File: config.mk
export PLATFORM = sky130hd
export DESIGN_NAME = system_descriptor_gate_decoder
export DESIGN_NICKNAME = d
export VERILOG_FILES = /design/src/rtl/sdg_pkg.sv /design/src/rtl/system_descriptor_gate_decoder.sv
export VERILOG_INCLUDE_DIRS = /design/src /design/src/rtl
export SDC_FILE = /design/constraint.sdc
export NUM_CORES = 1
export LEC_CHECK = 0
export CORE_MARGIN = 2
export CORE_UTILIZATION = 55
export DETAILED_ROUTE_END_ITERATION = 8
export DONT_BUFFER_PORTS = 1
export PLACE_DENSITY = 0.7
export SLEW_MARGIN = 30
export SYNTH_ARGS = -nofsm -noshare
export SYNTH_HDL_FRONTEND = slang
export SYNTH_SLANG_ARGS = --single-unit
export TNS_END_PERCENT = 1
File: constraint.sdc
create_clock -name pclk -period 5.4 [get_ports pclk]
set_input_delay 0.81 -clock pclk [delete_from_list [all_inputs] [get_ports pclk]]
set_output_delay 0.81 -clock pclk [all_outputs]
set_load 0.005 [all_outputs]
File: src/rtl/sdg_cfg.svh
// Constants for the system descriptor and gate decoder
//
// Contract
// - 32-bit base/20-bit limit, legacy 24/16
// - Upper 16 bits zero marks legacy descriptor
// - System type 2 is local table; privilege ignored
// - Local-table descriptors only from global table
// - Task-state types are 1, 3, 9, B
// - Gate types 4,5,6,7,C,E,F decoded
// - Call-gate count used only on privilege change
// - Count 0-31 of 32-bit or 16-bit items
// - Interrupt gate clears interrupt enable; trap keeps
// - Task gate uses selector only, offset ignored
// - Wrong target type raises exception 13
// - Gate not present raises exception 11
// - Access bit 4 must be zero
// - Gate privilege is least privileged caller level
// - Offset is entry point, 16 or 32 bits
// - Call-gate pushes 16 or 32 by stack flag
// - Table indicator picks global or local table
// - Index picks one of 8K descriptors
// - Segment load fetches 8-byte descriptor into cache
// - References served from cache until reload
// - Cache contents never readable by software
// - Requester privilege is selector bits 1-0
// - Granular limit scales by 4K pages
`ifndef SDG_CFG_SVH
`define SDG_CFG_SVH
`define SDG_A_CMD       8'h00
`define SDG_A_GTBASE    8'h04
`define SDG_A_CTRL      8'h08
`define SDG_A_STATUS    8'h0c
`define SDG_A_GSEL      8'h10
`define SDG_A_GOFF      8'h14
`define SDG_A_GINFO     8'h18
`define SDG_SLOT_LTAB   3'h6
`define SDG_SLOT_TASK   3'h7
`define SDG_T_LTAB      4'h2
`define SDG_T_TASK_GATE 4'h5
`define SDG_EXC_NP      8'h0b
`define SDG_EXC_GP      8'h0d
`define SDG_RST_WORD    32'h0000_0000
`endif

File: src/rtl/sdg_pkg.sv
// Types for the system descriptor and gate decoder
package sdg_pkg;
    typedef enum logic [2:0] {ST_IDLE, ST_RD0, ST_RD1, ST_CHK, ST_TCHK} fsm_t;
    typedef struct packed {
        logic [12:0] index;
        logic        ti;
        logic [1:0]  requester_privilege;
    } sel_t;
    typedef struct packed {
        logic [31:0] base;
        logic [31:0] limit;
        logic        present;
        logic [1:0]  descriptor_privilege;
        logic        code_data;
        logic [3:0]  typ;
        logic        legacy;
    } desc_t;
    typedef struct packed {
        logic [31:0] base;
        logic [31:0] limit;
        logic [7:0]  attr;
    } cache_t;
    typedef struct packed {
        logic [1:0] cpl;
        logic       priv_change;
        logic       stack_32;
    } ctrl_t;
    typedef struct packed {
        logic [4:0] count;
        logic [6:0] bytes;
        logic       if_clear;
        logic       push_32;
        logic [1:0] descriptor_privilege;
        logic       task_gate;
    } ginfo_t;
    typedef struct packed {
        fsm_t         st;
        sel_t         sel;
        logic [2:0]   slot;
        logic         gate_op;
        logic         tgt;
        logic [3:0]   gtyp;
        logic [31:0]  w0;
        logic [31:0]  w1;
        logic [31:0]  mem_addr;
        logic [31:0]  gt_base;
        ctrl_t        ctrl;
        logic         done;
        logic         fault;
        logic [7:0]   vec;
        logic         legacy;
        logic [3:0]   typ;
        logic [15:0]  gate_sel;
        logic [31:0]  gate_off;
        ginfo_t       ginfo;
        logic [31:0]  prdata;
        cache_t [7:0] cache;
        cache_t       ref_out;
    } state_t;
endpackage : sdg_pkg

File: src/rtl/system_descriptor_gate_decoder.sv
// Descriptor fetch, gate decode and segment descriptor cache
//
// Local design decisions: the APB slave port and the register addresses.
`timescale 1ns/10ps
`default_nettype none
`include "sdg_cfg.svh"

module system_descriptor_gate_decoder
(
    input  wire logic        pclk,
    input  wire logic        presetn,
    input  wire logic        psel,
    input  wire logic        penable,
    input  wire logic        pwrite,
    input  wire logic [7:0]  paddr,
    input  wire logic [31:0] pwdata,
    output logic [31:0]      prdata,
    output logic             pready,
    output logic             pslverr,
    output logic             mem_req,
    output logic [31:0]      mem_addr,
    input  wire logic        mem_ack,
    input  wire logic [31:0] mem_rdata,
    input  wire logic [2:0]  ref_slot,
    output logic [31:0]      ref_base,
    output logic [31:0]      ref_limit,
    output logic [7:0]       ref_attr
);

    ////////////////////////////////////////////////////////////////////////
    // Decode helpers

    function automatic sdg_pkg::sel_t sel_dec
    (
        input logic [15:0] v
    );
        sdg_pkg::sel_t s;
        s.index = v[15:3];
        s.ti    = v[2];
        s.requester_privilege   = v[1:0];
        return s;
    endfunction : sel_dec

    function automatic logic [31:0] entry_addr
    (
        input logic [31:0]   tbase,
        input sdg_pkg::sel_t s
    );
        return tbase + {16'h0000, s.index, 3'b000};
    endfunction : entry_addr

    function automatic sdg_pkg::desc_t desc_dec
    (
        input logic [31:0] lo,
        input logic [31:0] hi
    );
        sdg_pkg::desc_t d;
        logic [31:0]    lim;
        lim         = 32'h0000_0000;
        d.legacy    = (hi[31:16] == 16'h0000);
        d.present   = hi[15];
        d.descriptor_privilege       = hi[14:13];
        d.code_data = hi[12];
        d.typ       = hi[11:8];
        if (d.legacy)
        begin
            d.base = {8'h00, hi[7:0], lo[31:16]};
            lim    = {16'h0000, lo[15:0]};
        end
        else
        begin
            d.base = {hi[31:24], hi[7:0], lo[31:16]};
            lim    = {12'h000, hi[19:16], lo[15:0]};
        end
        if (!d.legacy && hi[23])
        begin
            d.limit = {lim[19:0], 12'hfff};
        end
        else
        begin
            d.limit = lim;
        end
        return d;
    endfunction : desc_dec

    function automatic logic is_tss
    (
        input logic [3:0] t
    );
        case (t)
            4'h1, 4'h3, 4'h9, 4'hb: return 1'b1;
            default:                return 1'b0;
        endcase
    endfunction : is_tss

    function automatic logic is_gate
    (
        input logic [3:0] t
    );
        case (t)
            4'h4, 4'h5, 4'h6, 4'h7,
            4'hc, 4'he, 4'hf:       return 1'b1;
            default:                return 1'b0;
        endcase
    endfunction : is_gate

    function automatic logic reg_hit
    (
        input logic [7:0] a
    );
        case (a)
            `SDG_A_CMD, `SDG_A_GTBASE, `SDG_A_CTRL, `SDG_A_STATUS,
            `SDG_A_GSEL, `SDG_A_GOFF, `SDG_A_GINFO: return 1'b1;
            default:                                return 1'b0;
        endcase
    endfunction : reg_hit

    ////////////////////////////////////////////////////////////////////////
    // State

    sdg_pkg::state_t s_q;
    sdg_pkg::state_t s_d;
    sdg_pkg::desc_t  dsc;
    sdg_pkg::sel_t   nsel;
    logic            wr_acc;
    logic            rd_setup;
    logic            busy;
    logic            call_gate;
    logic [31:0]     tbase;

    assign busy     = (s_q.st != sdg_pkg::ST_IDLE);
    assign wr_acc   = psel & penable & pwrite;
    assign rd_setup = psel & ~penable & ~pwrite;

    ////////////////////////////////////////////////////////////////////////
    // Next state

    always_comb
    begin
        s_d       = s_q;
        dsc       = desc_dec(s_q.w0, s_q.w1);
        nsel      = sel_dec(pwdata[15:0]);
        call_gate = (dsc.typ[2:0] == 3'h4);
        tbase     = 32'h0000_0000;

        // Register writes
        if (wr_acc && paddr == `SDG_A_GTBASE)
        begin
            s_d.gt_base = pwdata;
        end
        if (wr_acc && paddr == `SDG_A_CTRL)
        begin
            s_d.ctrl = pwdata[3:0];
        end

        // Read data captured in the setup phase; cache never mapped
        if (rd_setup)
        begin
            case (paddr)
                `SDG_A_CMD:    s_d.prdata = {11'h000, s_q.gate_op, 1'b0,
                                             s_q.slot, s_q.sel};
                `SDG_A_GTBASE: s_d.prdata = s_q.gt_base;
                `SDG_A_CTRL:   s_d.prdata = {28'h0000000, s_q.ctrl};
                `SDG_A_STATUS: s_d.prdata = {6'h00,
                                             s_q.typ[3] & is_tss(s_q.typ),
                                             s_q.typ[1] & is_tss(s_q.typ),
                                             s_q.typ, 3'h0, s_q.legacy,
                                             s_q.vec, 5'h00, s_q.fault,
                                             s_q.done, busy};
                `SDG_A_GSEL:   s_d.prdata = {16'h0000, s_q.gate_sel};
                `SDG_A_GOFF:   s_d.prdata = s_q.gate_off;
                `SDG_A_GINFO:  s_d.prdata = {15'h0000, s_q.ginfo};
                default:       s_d.prdata = `SDG_RST_WORD;
            endcase
        end

        case (s_q.st)
            sdg_pkg::ST_IDLE:
            begin
                if (wr_acc && paddr == `SDG_A_CMD)
                begin
                    s_d.sel     = nsel;
                    s_d.slot    = pwdata[18:16];
                    s_d.gate_op = pwdata[20];
                    s_d.tgt     = 1'b0;
                    s_d.done    = 1'b0;
                    s_d.fault   = 1'b0;
                    s_d.vec     = 8'h00;
                    if (nsel.ti)
                    begin
                        tbase = s_q.cache[`SDG_SLOT_LTAB].base;
                    end
                    else
                    begin
                        tbase = s_q.gt_base;
                    end
                    s_d.mem_addr = entry_addr(tbase, nsel);
                    s_d.st       = sdg_pkg::ST_RD0;
                end
            end

            sdg_pkg::ST_RD0:
            begin
                if (mem_ack)
                begin
                    s_d.w0       = mem_rdata;
                    s_d.mem_addr = s_q.mem_addr + 32'h0000_0004;
                    s_d.st       = sdg_pkg::ST_RD1;
                end
            end

            sdg_pkg::ST_RD1:
            begin
                if (mem_ack)
                begin
                    s_d.w1 = mem_rdata;
                    if (s_q.tgt)
                    begin
                        s_d.st = sdg_pkg::ST_TCHK;
                    end
                    else
                    begin
                        s_d.st = sdg_pkg::ST_CHK;
                    end
                end
            end

            sdg_pkg::ST_CHK:
            begin
                s_d.legacy = dsc.legacy;
                s_d.typ    = dsc.typ;
                s_d.st     = sdg_pkg::ST_IDLE;
                s_d.done   = 1'b1;
                if (s_q.gate_op)
                begin
                    if (dsc.code_data || !is_gate(dsc.typ))
                    begin
                        s_d.fault = 1'b1;
                        s_d.vec   = `SDG_EXC_GP;
                    end
                    else if (!dsc.present)
                    begin
                        s_d.fault = 1'b1;
                        s_d.vec   = `SDG_EXC_NP;
                    end
                    else if (s_q.ctrl.cpl > dsc.descriptor_privilege)
                    begin
                        s_d.fault = 1'b1;
                        s_d.vec   = `SDG_EXC_GP;
                    end
                    else
                    begin
                        s_d.gtyp     = dsc.typ;
                        s_d.gate_sel = s_q.w0[31:16];
                        if (dsc.typ == `SDG_T_TASK_GATE)
                        begin
                            s_d.gate_off = 32'h0000_0000;
                        end
                        else if (dsc.typ[3])
                        begin
                            s_d.gate_off = {s_q.w1[31:16], s_q.w0[15:0]};
                        end
                        else
                        begin
                            s_d.gate_off = {16'h0000, s_q.w0[15:0]};
                        end
                        if (call_gate && s_q.ctrl.priv_change)
                        begin
                            s_d.ginfo.count = s_q.w1[4:0];
                        end
                        else
                        begin
                            s_d.ginfo.count = 5'h00;
                        end
                        if (dsc.typ[3])
                        begin
                            s_d.ginfo.bytes = {s_d.ginfo.count, 2'b00};
                        end
                        else
                        begin
                            s_d.ginfo.bytes = {1'b0, s_d.ginfo.count, 1'b0};
                        end
                        s_d.ginfo.if_clear  = (dsc.typ[2:0] == 3'h6);
                        s_d.ginfo.push_32   = call_gate & s_q.ctrl.stack_32;
                        s_d.ginfo.descriptor_privilege       = dsc.descriptor_privilege;
                        s_d.ginfo.task_gate = (dsc.typ == `SDG_T_TASK_GATE);
                        nsel = sel_dec(s_q.w0[31:16]);
                        if (nsel.ti)
                        begin
                            tbase = s_q.cache[`SDG_SLOT_LTAB].base;
                        end
                        else
                        begin
                            tbase = s_q.gt_base;
                        end
                        s_d.mem_addr = entry_addr(tbase, nsel);
                        s_d.tgt      = 1'b1;
                        s_d.done     = 1'b0;
                        s_d.st       = sdg_pkg::ST_RD0;
                    end
                end
                else
                begin
                    if (s_q.slot == `SDG_SLOT_LTAB)
                    begin
                        // Privilege field of the entry is not checked
                        s_d.fault = dsc.code_data || dsc.typ != `SDG_T_LTAB
                                    || s_q.sel.ti;
                    end
                    else if (s_q.slot == `SDG_SLOT_TASK)
                    begin
                        s_d.fault = dsc.code_data || !is_tss(dsc.typ)
                                    || dsc.typ[1];
                    end
                    else
                    begin
                        s_d.fault = !dsc.code_data;
                    end
                    if (s_d.fault)
                    begin
                        s_d.vec = `SDG_EXC_GP;
                    end
                    else if (!dsc.present)
                    begin
                        s_d.fault = 1'b1;
                        s_d.vec   = `SDG_EXC_NP;
                    end
                    else
                    begin
                        s_d.cache[s_q.slot] = {dsc.base, dsc.limit,
                                               s_q.w1[15:8]};
                    end
                end
            end

            sdg_pkg::ST_TCHK:
            begin
                s_d.st   = sdg_pkg::ST_IDLE;
                s_d.done = 1'b1;
                if (s_q.gtyp == `SDG_T_TASK_GATE)
                begin
                    s_d.fault = dsc.code_data || !is_tss(dsc.typ);
                end
                else
                begin
                    s_d.fault = !dsc.code_data || !dsc.typ[3];
                end
                if (s_d.fault)
                begin
                    s_d.vec = `SDG_EXC_GP;
                end
                else if (!dsc.present)
                begin
                    s_d.fault = 1'b1;
                    s_d.vec   = `SDG_EXC_NP;
                end
            end

            default:
            begin
                s_d.st = sdg_pkg::ST_IDLE;
            end
        endcase

        // Lookups never touch the tables
        s_d.ref_out = s_q.cache[ref_slot];
    end

    ////////////////////////////////////////////////////////////////////////
    // Registers

    always_ff @(posedge pclk or negedge presetn)
    begin
        if (!presetn)
        begin
            s_q <= '0;
        end
        else
        begin
            s_q <= s_d;
        end
    end

    ////////////////////////////////////////////////////////////////////////
    // Outputs

    assign prdata    = s_q.prdata;
    assign pready    = 1'b1;
    assign pslverr   = psel & penable & ~reg_hit(paddr);
    assign mem_req   = (s_q.st == sdg_pkg::ST_RD0) || (s_q.st == sdg_pkg::ST_RD1);
    assign mem_addr  = s_q.mem_addr;
    assign ref_base  = s_q.ref_out.base;
    assign ref_limit = s_q.ref_out.limit;
    assign ref_attr  = s_q.ref_out.attr;

endmodule : system_descriptor_gate_decoder

`default_nettype wire

==> results by group, run 1 <==
Route
  • WL per Instance: between 20 and 30 um
  • Antenna-violating nets left: 0
  • DR iter-0 viols: approximately 2700
  • DRT Wirelength: 119.4 mm
  • Vias: roughly 28000
  • DRC: 0
  • Vias per cell: about 6.3
  • Drt pass-1 iters: 6

Floorplanning
  • Boundary Pins: between 200 and 250
  • Die area: ~0.081 mm2
  • Row cnt: 103
  • Die Height: 285.4 um
  • CORE AREA: between 0.07 and 0.08 mm2
  • Initial Util: 0.5532
  • Die Wd: 285.4 um

Layout
  • Final Net Count: about 3400
  • Commonest non-fill, non-tap cells in the layout: dfrtp_1, nand2_1, mux2_2, o21ai_0
  • Share of layout cells above drive strength 1: 0.2604
  • Reg area: ~0.023 mm2
  • Synth-to-Final Area Change: 6.702%
  • Multi-input gate area: between 0.015 and 0.02 mm2
  • Fill count: 6061
  • Most common cell after layout, fill and taps aside: dfrtp_1

Clock tree
  • Post-CTS setup buffers: 0
  • Worst-case clock buffer depth: 3
  • CTS sink cnt: 919
  • CTS root buf: clkbuf_16
  • Clock Pin Slew Worst Setup and Hold Paths: about 60 ps
  • Num CTS Buffers: between 90 and 100
  • H-tree levels: 3
  • Later-pin clock latency in the skew report: between 600 and 700 ps
  • CTS tree: built
  • Cts repair resizes: 0

Setup path
  • CP Launch Point: s_q[878]
  • Startpoint Class: flop
  • Worst setup path class: flop to flop
  • Critical Path RT: 5930 ps
  • Worst-path maximum fanout: 22
  • Worst reg-to-reg setup slack: between 1000 and 1500 ps
  • Crit. End Element: flop
  • R2R depth: 13
  • Critical R2R Launch: s_q[878]
  • Reg-to-reg endpoint: mem_addr[27]
  • Critical path arrival: 4650 ps

Yosys
  • Seq cells post-synth: slightly above 900
  • Syn Inst Count: 3559
  • Sequential element share of the synthesized area: 0.5280
  • Mapped Area: 0.04356 mm2
  • Warnings from Yosys: 0
  • Count of cell types in the netlist: 72
  • Syn nets: about 3700
  • Top FF cell, synth: dfrtp_1
  • Ys async rst share: 1.000
  • Mean cell area of the mapped netlist: between 10 and 15 um2
  • Number of flops mapped to enable cells by yosys: 0

Timing
  • # setup viols final: 0
  • Tcrit/Tclk final: 0.7639
  • Final Skew: about 25 ps
  • Worst hold margin: 59.98 ps
  • Setup_tns: 0 ps
  • Min Tclk post-route: 4125 ps
  • Worst-Margin Slew: roughly 950 ps
  • Fin. Hold Viols: 0
  • Max-slew violations: 0
  • Unrepaired setup endpoints after global routing: no
  • Slew headroom: 0.3695
  • Fmax achieved: 242.4 MHz

Run status
  • Status: finished, final reports clean

Place
  • DP Wirelength: roughly 76 mm
  • GP Congestion: between 0.9 and 1
  • I/O Buffers: 0

Global route
  • Gr usage total: 0.2959
  • Total grt overflow: 0
  • Number of global-route vias before repair: just under 30000
  • Initial antenna violation count: 12
  • Largest net degree at the start of global routing: 920
  • Global-route wire length before repair: 183.3 mm

Hold path
  • HP Class: input pin to async pin

Power
  • PwrDens: 392.9 mW/mm2
  • Maximum vdd drop: about 280 uV
  • LEAKAGE: between 20 and 25 nW

Run
  • Number of max-cap violations: 0
-- registers in the layout, summed over array words and instances, names as in the netlist --
name and count:
ref_base 32, dsc 8, ref_limit 32, s_q 775
mem_addr 32, prdata 32, ref_attr 8
-- synthesized netlist by cell type (all sizes together), types with 4 or more instances --
library cell  instances  area (um2)
nand3b                9       67.56
and2                 13       81.33
o21ai               367        1837
o31ai                 9       67.56
ha                   29       362.9
a221oi               16       140.1
or3b                  5       43.79
nor4                 16       106.4
or4                   5       37.54
xnor2                26       227.7
a211o                 4       35.03
a22o                 31       271.5
o21a                  6       45.04
o22a                  5       43.79
inv                  12       45.04
dfrtp               919       23000
o22ai                 9       56.30
mux2i                42       420.4
clkbuf              152       571.8
o211ai               10       75.07
a31oi                29       181.4
nor3b                 5       42.54
nor2                103       386.6
a21boi                5       37.54
mux4                144        3243
nand2               502        1884
a222oi               16       160.2
nor3                 17       85.08
a22oi                28       210.2
or3                   9       56.30
a21oi                67       335.3
a21o                 17       127.6
mux2                504        6216
a211oi                8       60.06
nor2b                16       100.1
nand4                17       106.4
xor2                 24       210.2
buf                 250        1805
nand3                35       175.2
and3                 15       93.84
nand2b               24       150.1
-- worst max-delay path: stages (launching register included) --
cell       delay (ps)
dfrtp_2           670
mux2_2            260
ha_1              200
inv_1              80
fa_1              420
nor2b_1           190
o2111ai_1         210
a21oi_1           380
o21ai_0           210
buf_4             200
nor4_1            620
xnor2_1           260
a22oi_1           190
o21ai_0           110
-- where the power goes --
| part | switching, W | internal (W) |
|---|---|---|
| logic | 0.00156 | 0.00103 |
| registers | 0.00122 | 0.00753 |
| clock network | 0.00282 | 0.00410 |
-- per-layer routing --
layer | GRT usage | vias to the layer above | share of wire
li1 | - | 12090 | -
met2 | 0.4649 | 1123 | 0.47
met3 | 0.06324 | 233 | 0.075
met1 | 0.4063 | 14658 | 0.42
met4 | 0.1170 | 12 | 0.040
met5 | 0 | - | 0.00086
-- logic make-up (layout without fill, tap and decap cells) --
logic type                 count (synthesis)  count (layout)  synth area share
AOI/OAI and AO/OA                        653             653           0.09000
other                                      1               7        0.00008609
xor gates and xnor gates                  50              50           0.01005
muxes                                    690             690            0.2268
buffers and inverters                    415             236           0.05570
adders and majority gates                 31              31          0.009250
and+or+nand+nor                          800             800           0.08014
DFF                                      919             919            0.5280
-- worst max-delay path by stage --
stage	to	slack [ps]	depth (start not counted)
3_3_place_gp	mem_addr[23]	1160	11
5_1_grt	mem_addr[27]	1010	13
3_5_place_dp	mem_addr[23]	1190	11
6_report	mem_addr[27]	1270	13
4_1_cts	mem_addr[27]	1320	11
2_1_floorplan	mem_addr[23]	430	14
-- cell type report --
class / count / area share
flip-flops and latches: 919 / 0.4948
multi-input cells: 2225 / 0.3919
clock buffers: 137 / 0.06022
well taps: 1050 / 0.02827
repair buffers: 47 / 0.01209
clock inverters: 39 / 0.01133
inverters: 13 / 0.001050
diodes: 6 / 0.0003230
-- through the flow --
stage,utilization,std cells,area [um2],power (W),setup slack (ps)
after floorplan,-,3559,43560,0.01035,430.0
after global placement,0.5442,4244,42850,0.01109,1155
after detailed placement,0.5446,4245,42880,0.01126,1185
after CTS,0.5868,4421,46210,0.01817,1322
after global routing,0.5902,4434,46470,0.01900,1011
final,0.5902,4436,46480,0.01826,1275
Note: power is estimated with default switching activity, not from simulation.
==> run 2, diff against run 1 <==
--- a/config.mk
+++ b/config.mk
@@ -6,6 +6,7 @@
 export SDC_FILE = /design/constraint.sdc
 export NUM_CORES = 1
 export LEC_CHECK = 0
+export ABC_AREA = 1
 export CORE_MARGIN = 2
 export CORE_UTILIZATION = 55
 export DETAILED_ROUTE_END_ITERATION = 8
==> constraint.sdc (replaced) <==
create_clock -name pclk -period 4.2 [get_ports pclk]
set_input_delay 0.63 -clock pclk [delete_from_list [all_inputs] [get_ports pclk]]
set_output_delay 0.63 -clock pclk [all_outputs]
set_load 0.005 [all_outputs]
==> run 2 against run 1 <==
  * The flow now finishes with violations (negative hold slack)
  * Synthesized cell count is 56% higher
  * Setup slack worse by 370 ps
  * Clock power grew 30%
  * Sequential power is 2.7% higher
  * Synthesized area is 1.8% higher
  * Combinational power is 71% lower
  * Final cell count grew 44%
  * Final area rose by 1.6%
  * Clock-buffer cell count is 6 lower
  * Critical path type is now flop to output port
  * Critical endpoint is now mem_req
==> results by group, run 2 <==
Run status
  • Status: complete, but fails checks
  • Failing checks: negative hold slack

Floorplanning
  • Initial Util: 0.5531
  • Row cnt: roughly 100
  • Die area: roughly 0.083 mm2
  • Boundary Pins: 220
  • Die Height: roughly 290 um
  • CORE AREA: 0.08016 mm2
  • Die Wd: around 290 um

Layout
  • Share of layout cells above drive strength 1: 0.04896
  • Synth-to-Final Area Change: 6.472%
  • Multi-input gate area: between 0.015 and 0.02 mm2
  • Reg area: 0.02300 mm2
  • Max FFs per register: 775
  • Most common cell after layout, fill and taps aside: nand2_1
  • Final Net Count: roughly 5300
  • Largest Register: s_q
  • Commonest non-fill, non-tap cells in the layout: nand2_1, o21ai_0, dfrtp_1, nor2_1, inv_1
  • Fill count: around 7300

Place
  • I/O Buffers: 0
  • DP Wirelength: ~89 mm
  • GP Congestion: roughly 1

Power
  • PwrDens: 396.4 mW/mm2
  • Final Power: ~0.019 W
  • Sw Ratio: 0.2307
  • Pint: 0.01439 W
  • LEAKAGE: between 20 and 25 nW
  • Part of the power in the clock network: 0.480
  • Net Switching: roughly 0.0043 W
  • Combinational Power Share: 0.040
  • Seq pwr share: 0.481
  • Maximum vdd drop: approximately 350 uV

Timing
  • Min Tclk post-route: 3292 ps
  • Setup_tns: 0 ps
  • Tcrit/Tclk final: 0.7838
  • Worst hold margin: -57.74 ps
  • Unrepaired setup endpoints after global routing: no
  • Worst-Margin Slew: around 1000 ps
  • Fin. Hold Viols: 10
  • Max-slew violations: 0
  • Final Skew: ~21 ps
  • Slew headroom: 0.3199
  • Fmax achieved: about 300 MHz
  • # setup viols final: 0

Yosys
  • Area leader, netlist: dfrtp_1
  • Warnings from Yosys: 0
  • Seq cells post-synth: 919
  • Mapped Area: 0.04433 mm2
  • Area contributors post-synth: dfrtp_1, nand2_1, o21ai_0
  • Top cells by count, synth: nand2_1, o21ai_0, dfrtp_1
  • Top FF cell, synth: dfrtp_1
  • Syn Inst Count: 5536
  • Synth top area share: 0.5187
  • Sequential element share of the synthesized area: 0.5187
  • Number of flops mapped to enable cells by yosys: 0
  • Syn nets: between 5000 and 6000
  • Ys async rst share: 1.000
  • Most common cell in the netlist: nand2_1
  • Mean cell area of the mapped netlist: approximately 8 um2
  • Count of cell types in the netlist: between 50 and 60

Route
  • Vias: between 30000 and 40000
  • DRC: 0
  • DRT Wirelength: between 100 and 150 mm
  • Antenna-violating nets left: 0
  • DR iter-0 viols: around 4200
  • Vias per cell: between 5 and 6
  • Drt pass-1 iters: 6
  • WL per Instance: around 21 um

Setup path
  • Critical path arrival: 2660 ps
  • Startpoint Class: flop
  • CP max-delay cell: clkinv_1
  • Worst setup path class: flop to output port
  • Largest stage delay, worst path: 570 ps
  • CP Cell Sequence: nor2_1 > inv_1 > nor2_2 > buf_4 > clkinv_1 > nand2_1
  • R2R depth: 11
  • Reg-to-reg endpoint: s_q[358]
  • Worst reg-to-reg setup slack: ~1200 ps
  • Critical Path RT: 3570 ps
  • Worst-path maximum fanout: 26
  • Crit. End Element: output port
  • Critical R2R Launch: dsc[4]

Clock tree
  • CTS root buf: clkbuf_16
  • Post-CTS setup buffers: 0
  • CTS tree: built
  • Num CTS Buffers: between 90 and 100
  • Cts repair resizes: 0
  • CTS sink cnt: between 900 and 1000
  • Clock Pin Slew Worst Setup and Hold Paths: ~60 ps
  • H-tree levels: 3
  • Later-pin clock latency in the skew report: between 600 and 700 ps
  • Worst-case clock buffer depth: 3

Global route
  • Initial antenna violation count: 0
  • Gr usage total: 0.3269
  • Number of global-route vias before repair: ~35000
  • Largest net degree at the start of global routing: between 900 and 1000
  • Total grt overflow: 0
  • Global-route wire length before repair: 208.8 mm

Hold path
  • HP Class: input pin to async pin

Run
  • Number of max-cap violations: 0
[run 2: worst max-delay path, delay by kind of cell, from the launching register on]
kind	cells	cell delay, ps
flops	1	410
simple gates	3	560
buf+inv	3	1010
[run 2: cell type report]
cell class | instances | share of cell area
diodes | 2 | 0.0001060
well taps | 1060 | 0.02810
flip-flops and latches | 919 | 0.4872
clock inverters | 46 | 0.01320
repair buffers | 59 | 0.01569
clock buffers | 131 | 0.05776
inverters | 374 | 0.02998
multi-input cells | 3781 | 0.3680
[run 2: worst max path at each step]
stage,start,end,slack [ps]
floorplan,pwdata[2],mem_addr[19],1080
global placement,paddr[7],s_q[791],1230
detailed placement,paddr[7],s_q[793],1110
CTS,s_q[919],mem_req,970
global route,s_q[878],mem_addr[19],870
finish,s_q[919],mem_req,910
[run 2: metrics by stage]
step                      setup slack (ps)  std cells  hold slack, ps  instance area, um2  utilization
after CTS                            973.5       6363          -355.4               47020       0.5866
after global placement                1227       6186           358.5               43660       0.5447
after global routing                 868.6       6370           70.18               47200       0.5888
after floorplan                       1076       5536           334.4               44330            -
final                                907.9       6372          -57.74               47200       0.5889
after detailed placement              1108       6186           359.0               43670       0.5448
[run 2: per-layer routing]
| metal | GRT usage | up-vias | share of wire |
|---|---|---|---|
| met3 | 0.05634 | 320 | 0.084 |
| met5 | 0 | - | 0 |
| met1 | 0.4583 | 18169 | 0.42 |
| met4 | 0.1514 | 0 | 0.051 |
| li1 | - | 17432 | - |
| met2 | 0.4978 | 1672 | 0.45 |
[run 2: logic make-up (layout without fill, tap and decap cells)]
group	count (synthesis)	in the layout	share of synthesized area
compound gates	1409	1409	0.1667
xor+xnor	9	9	0.001778
fa+ha+maj	31	31	0.009088
flops	919	919	0.5187
simple gates	2324	2324	0.2109
mux	7	7	0.001778
other cells	1	3	0.00008459
buf+inv	836	610	0.09099
[run 2: power by group through the flow]
stage          clock network, W  logic [W]  registers, W
4_1_cts                 0.00909   0.000552       0.00899
2_1_floorplan                 0   0.000542       0.00912
3_5_place_dp                  0   0.000547       0.00915
5_1_grt                 0.00948   0.000835       0.00900
6_report                0.00898   0.000742       0.00899
3_3_place_gp                  0   0.000547       0.00916
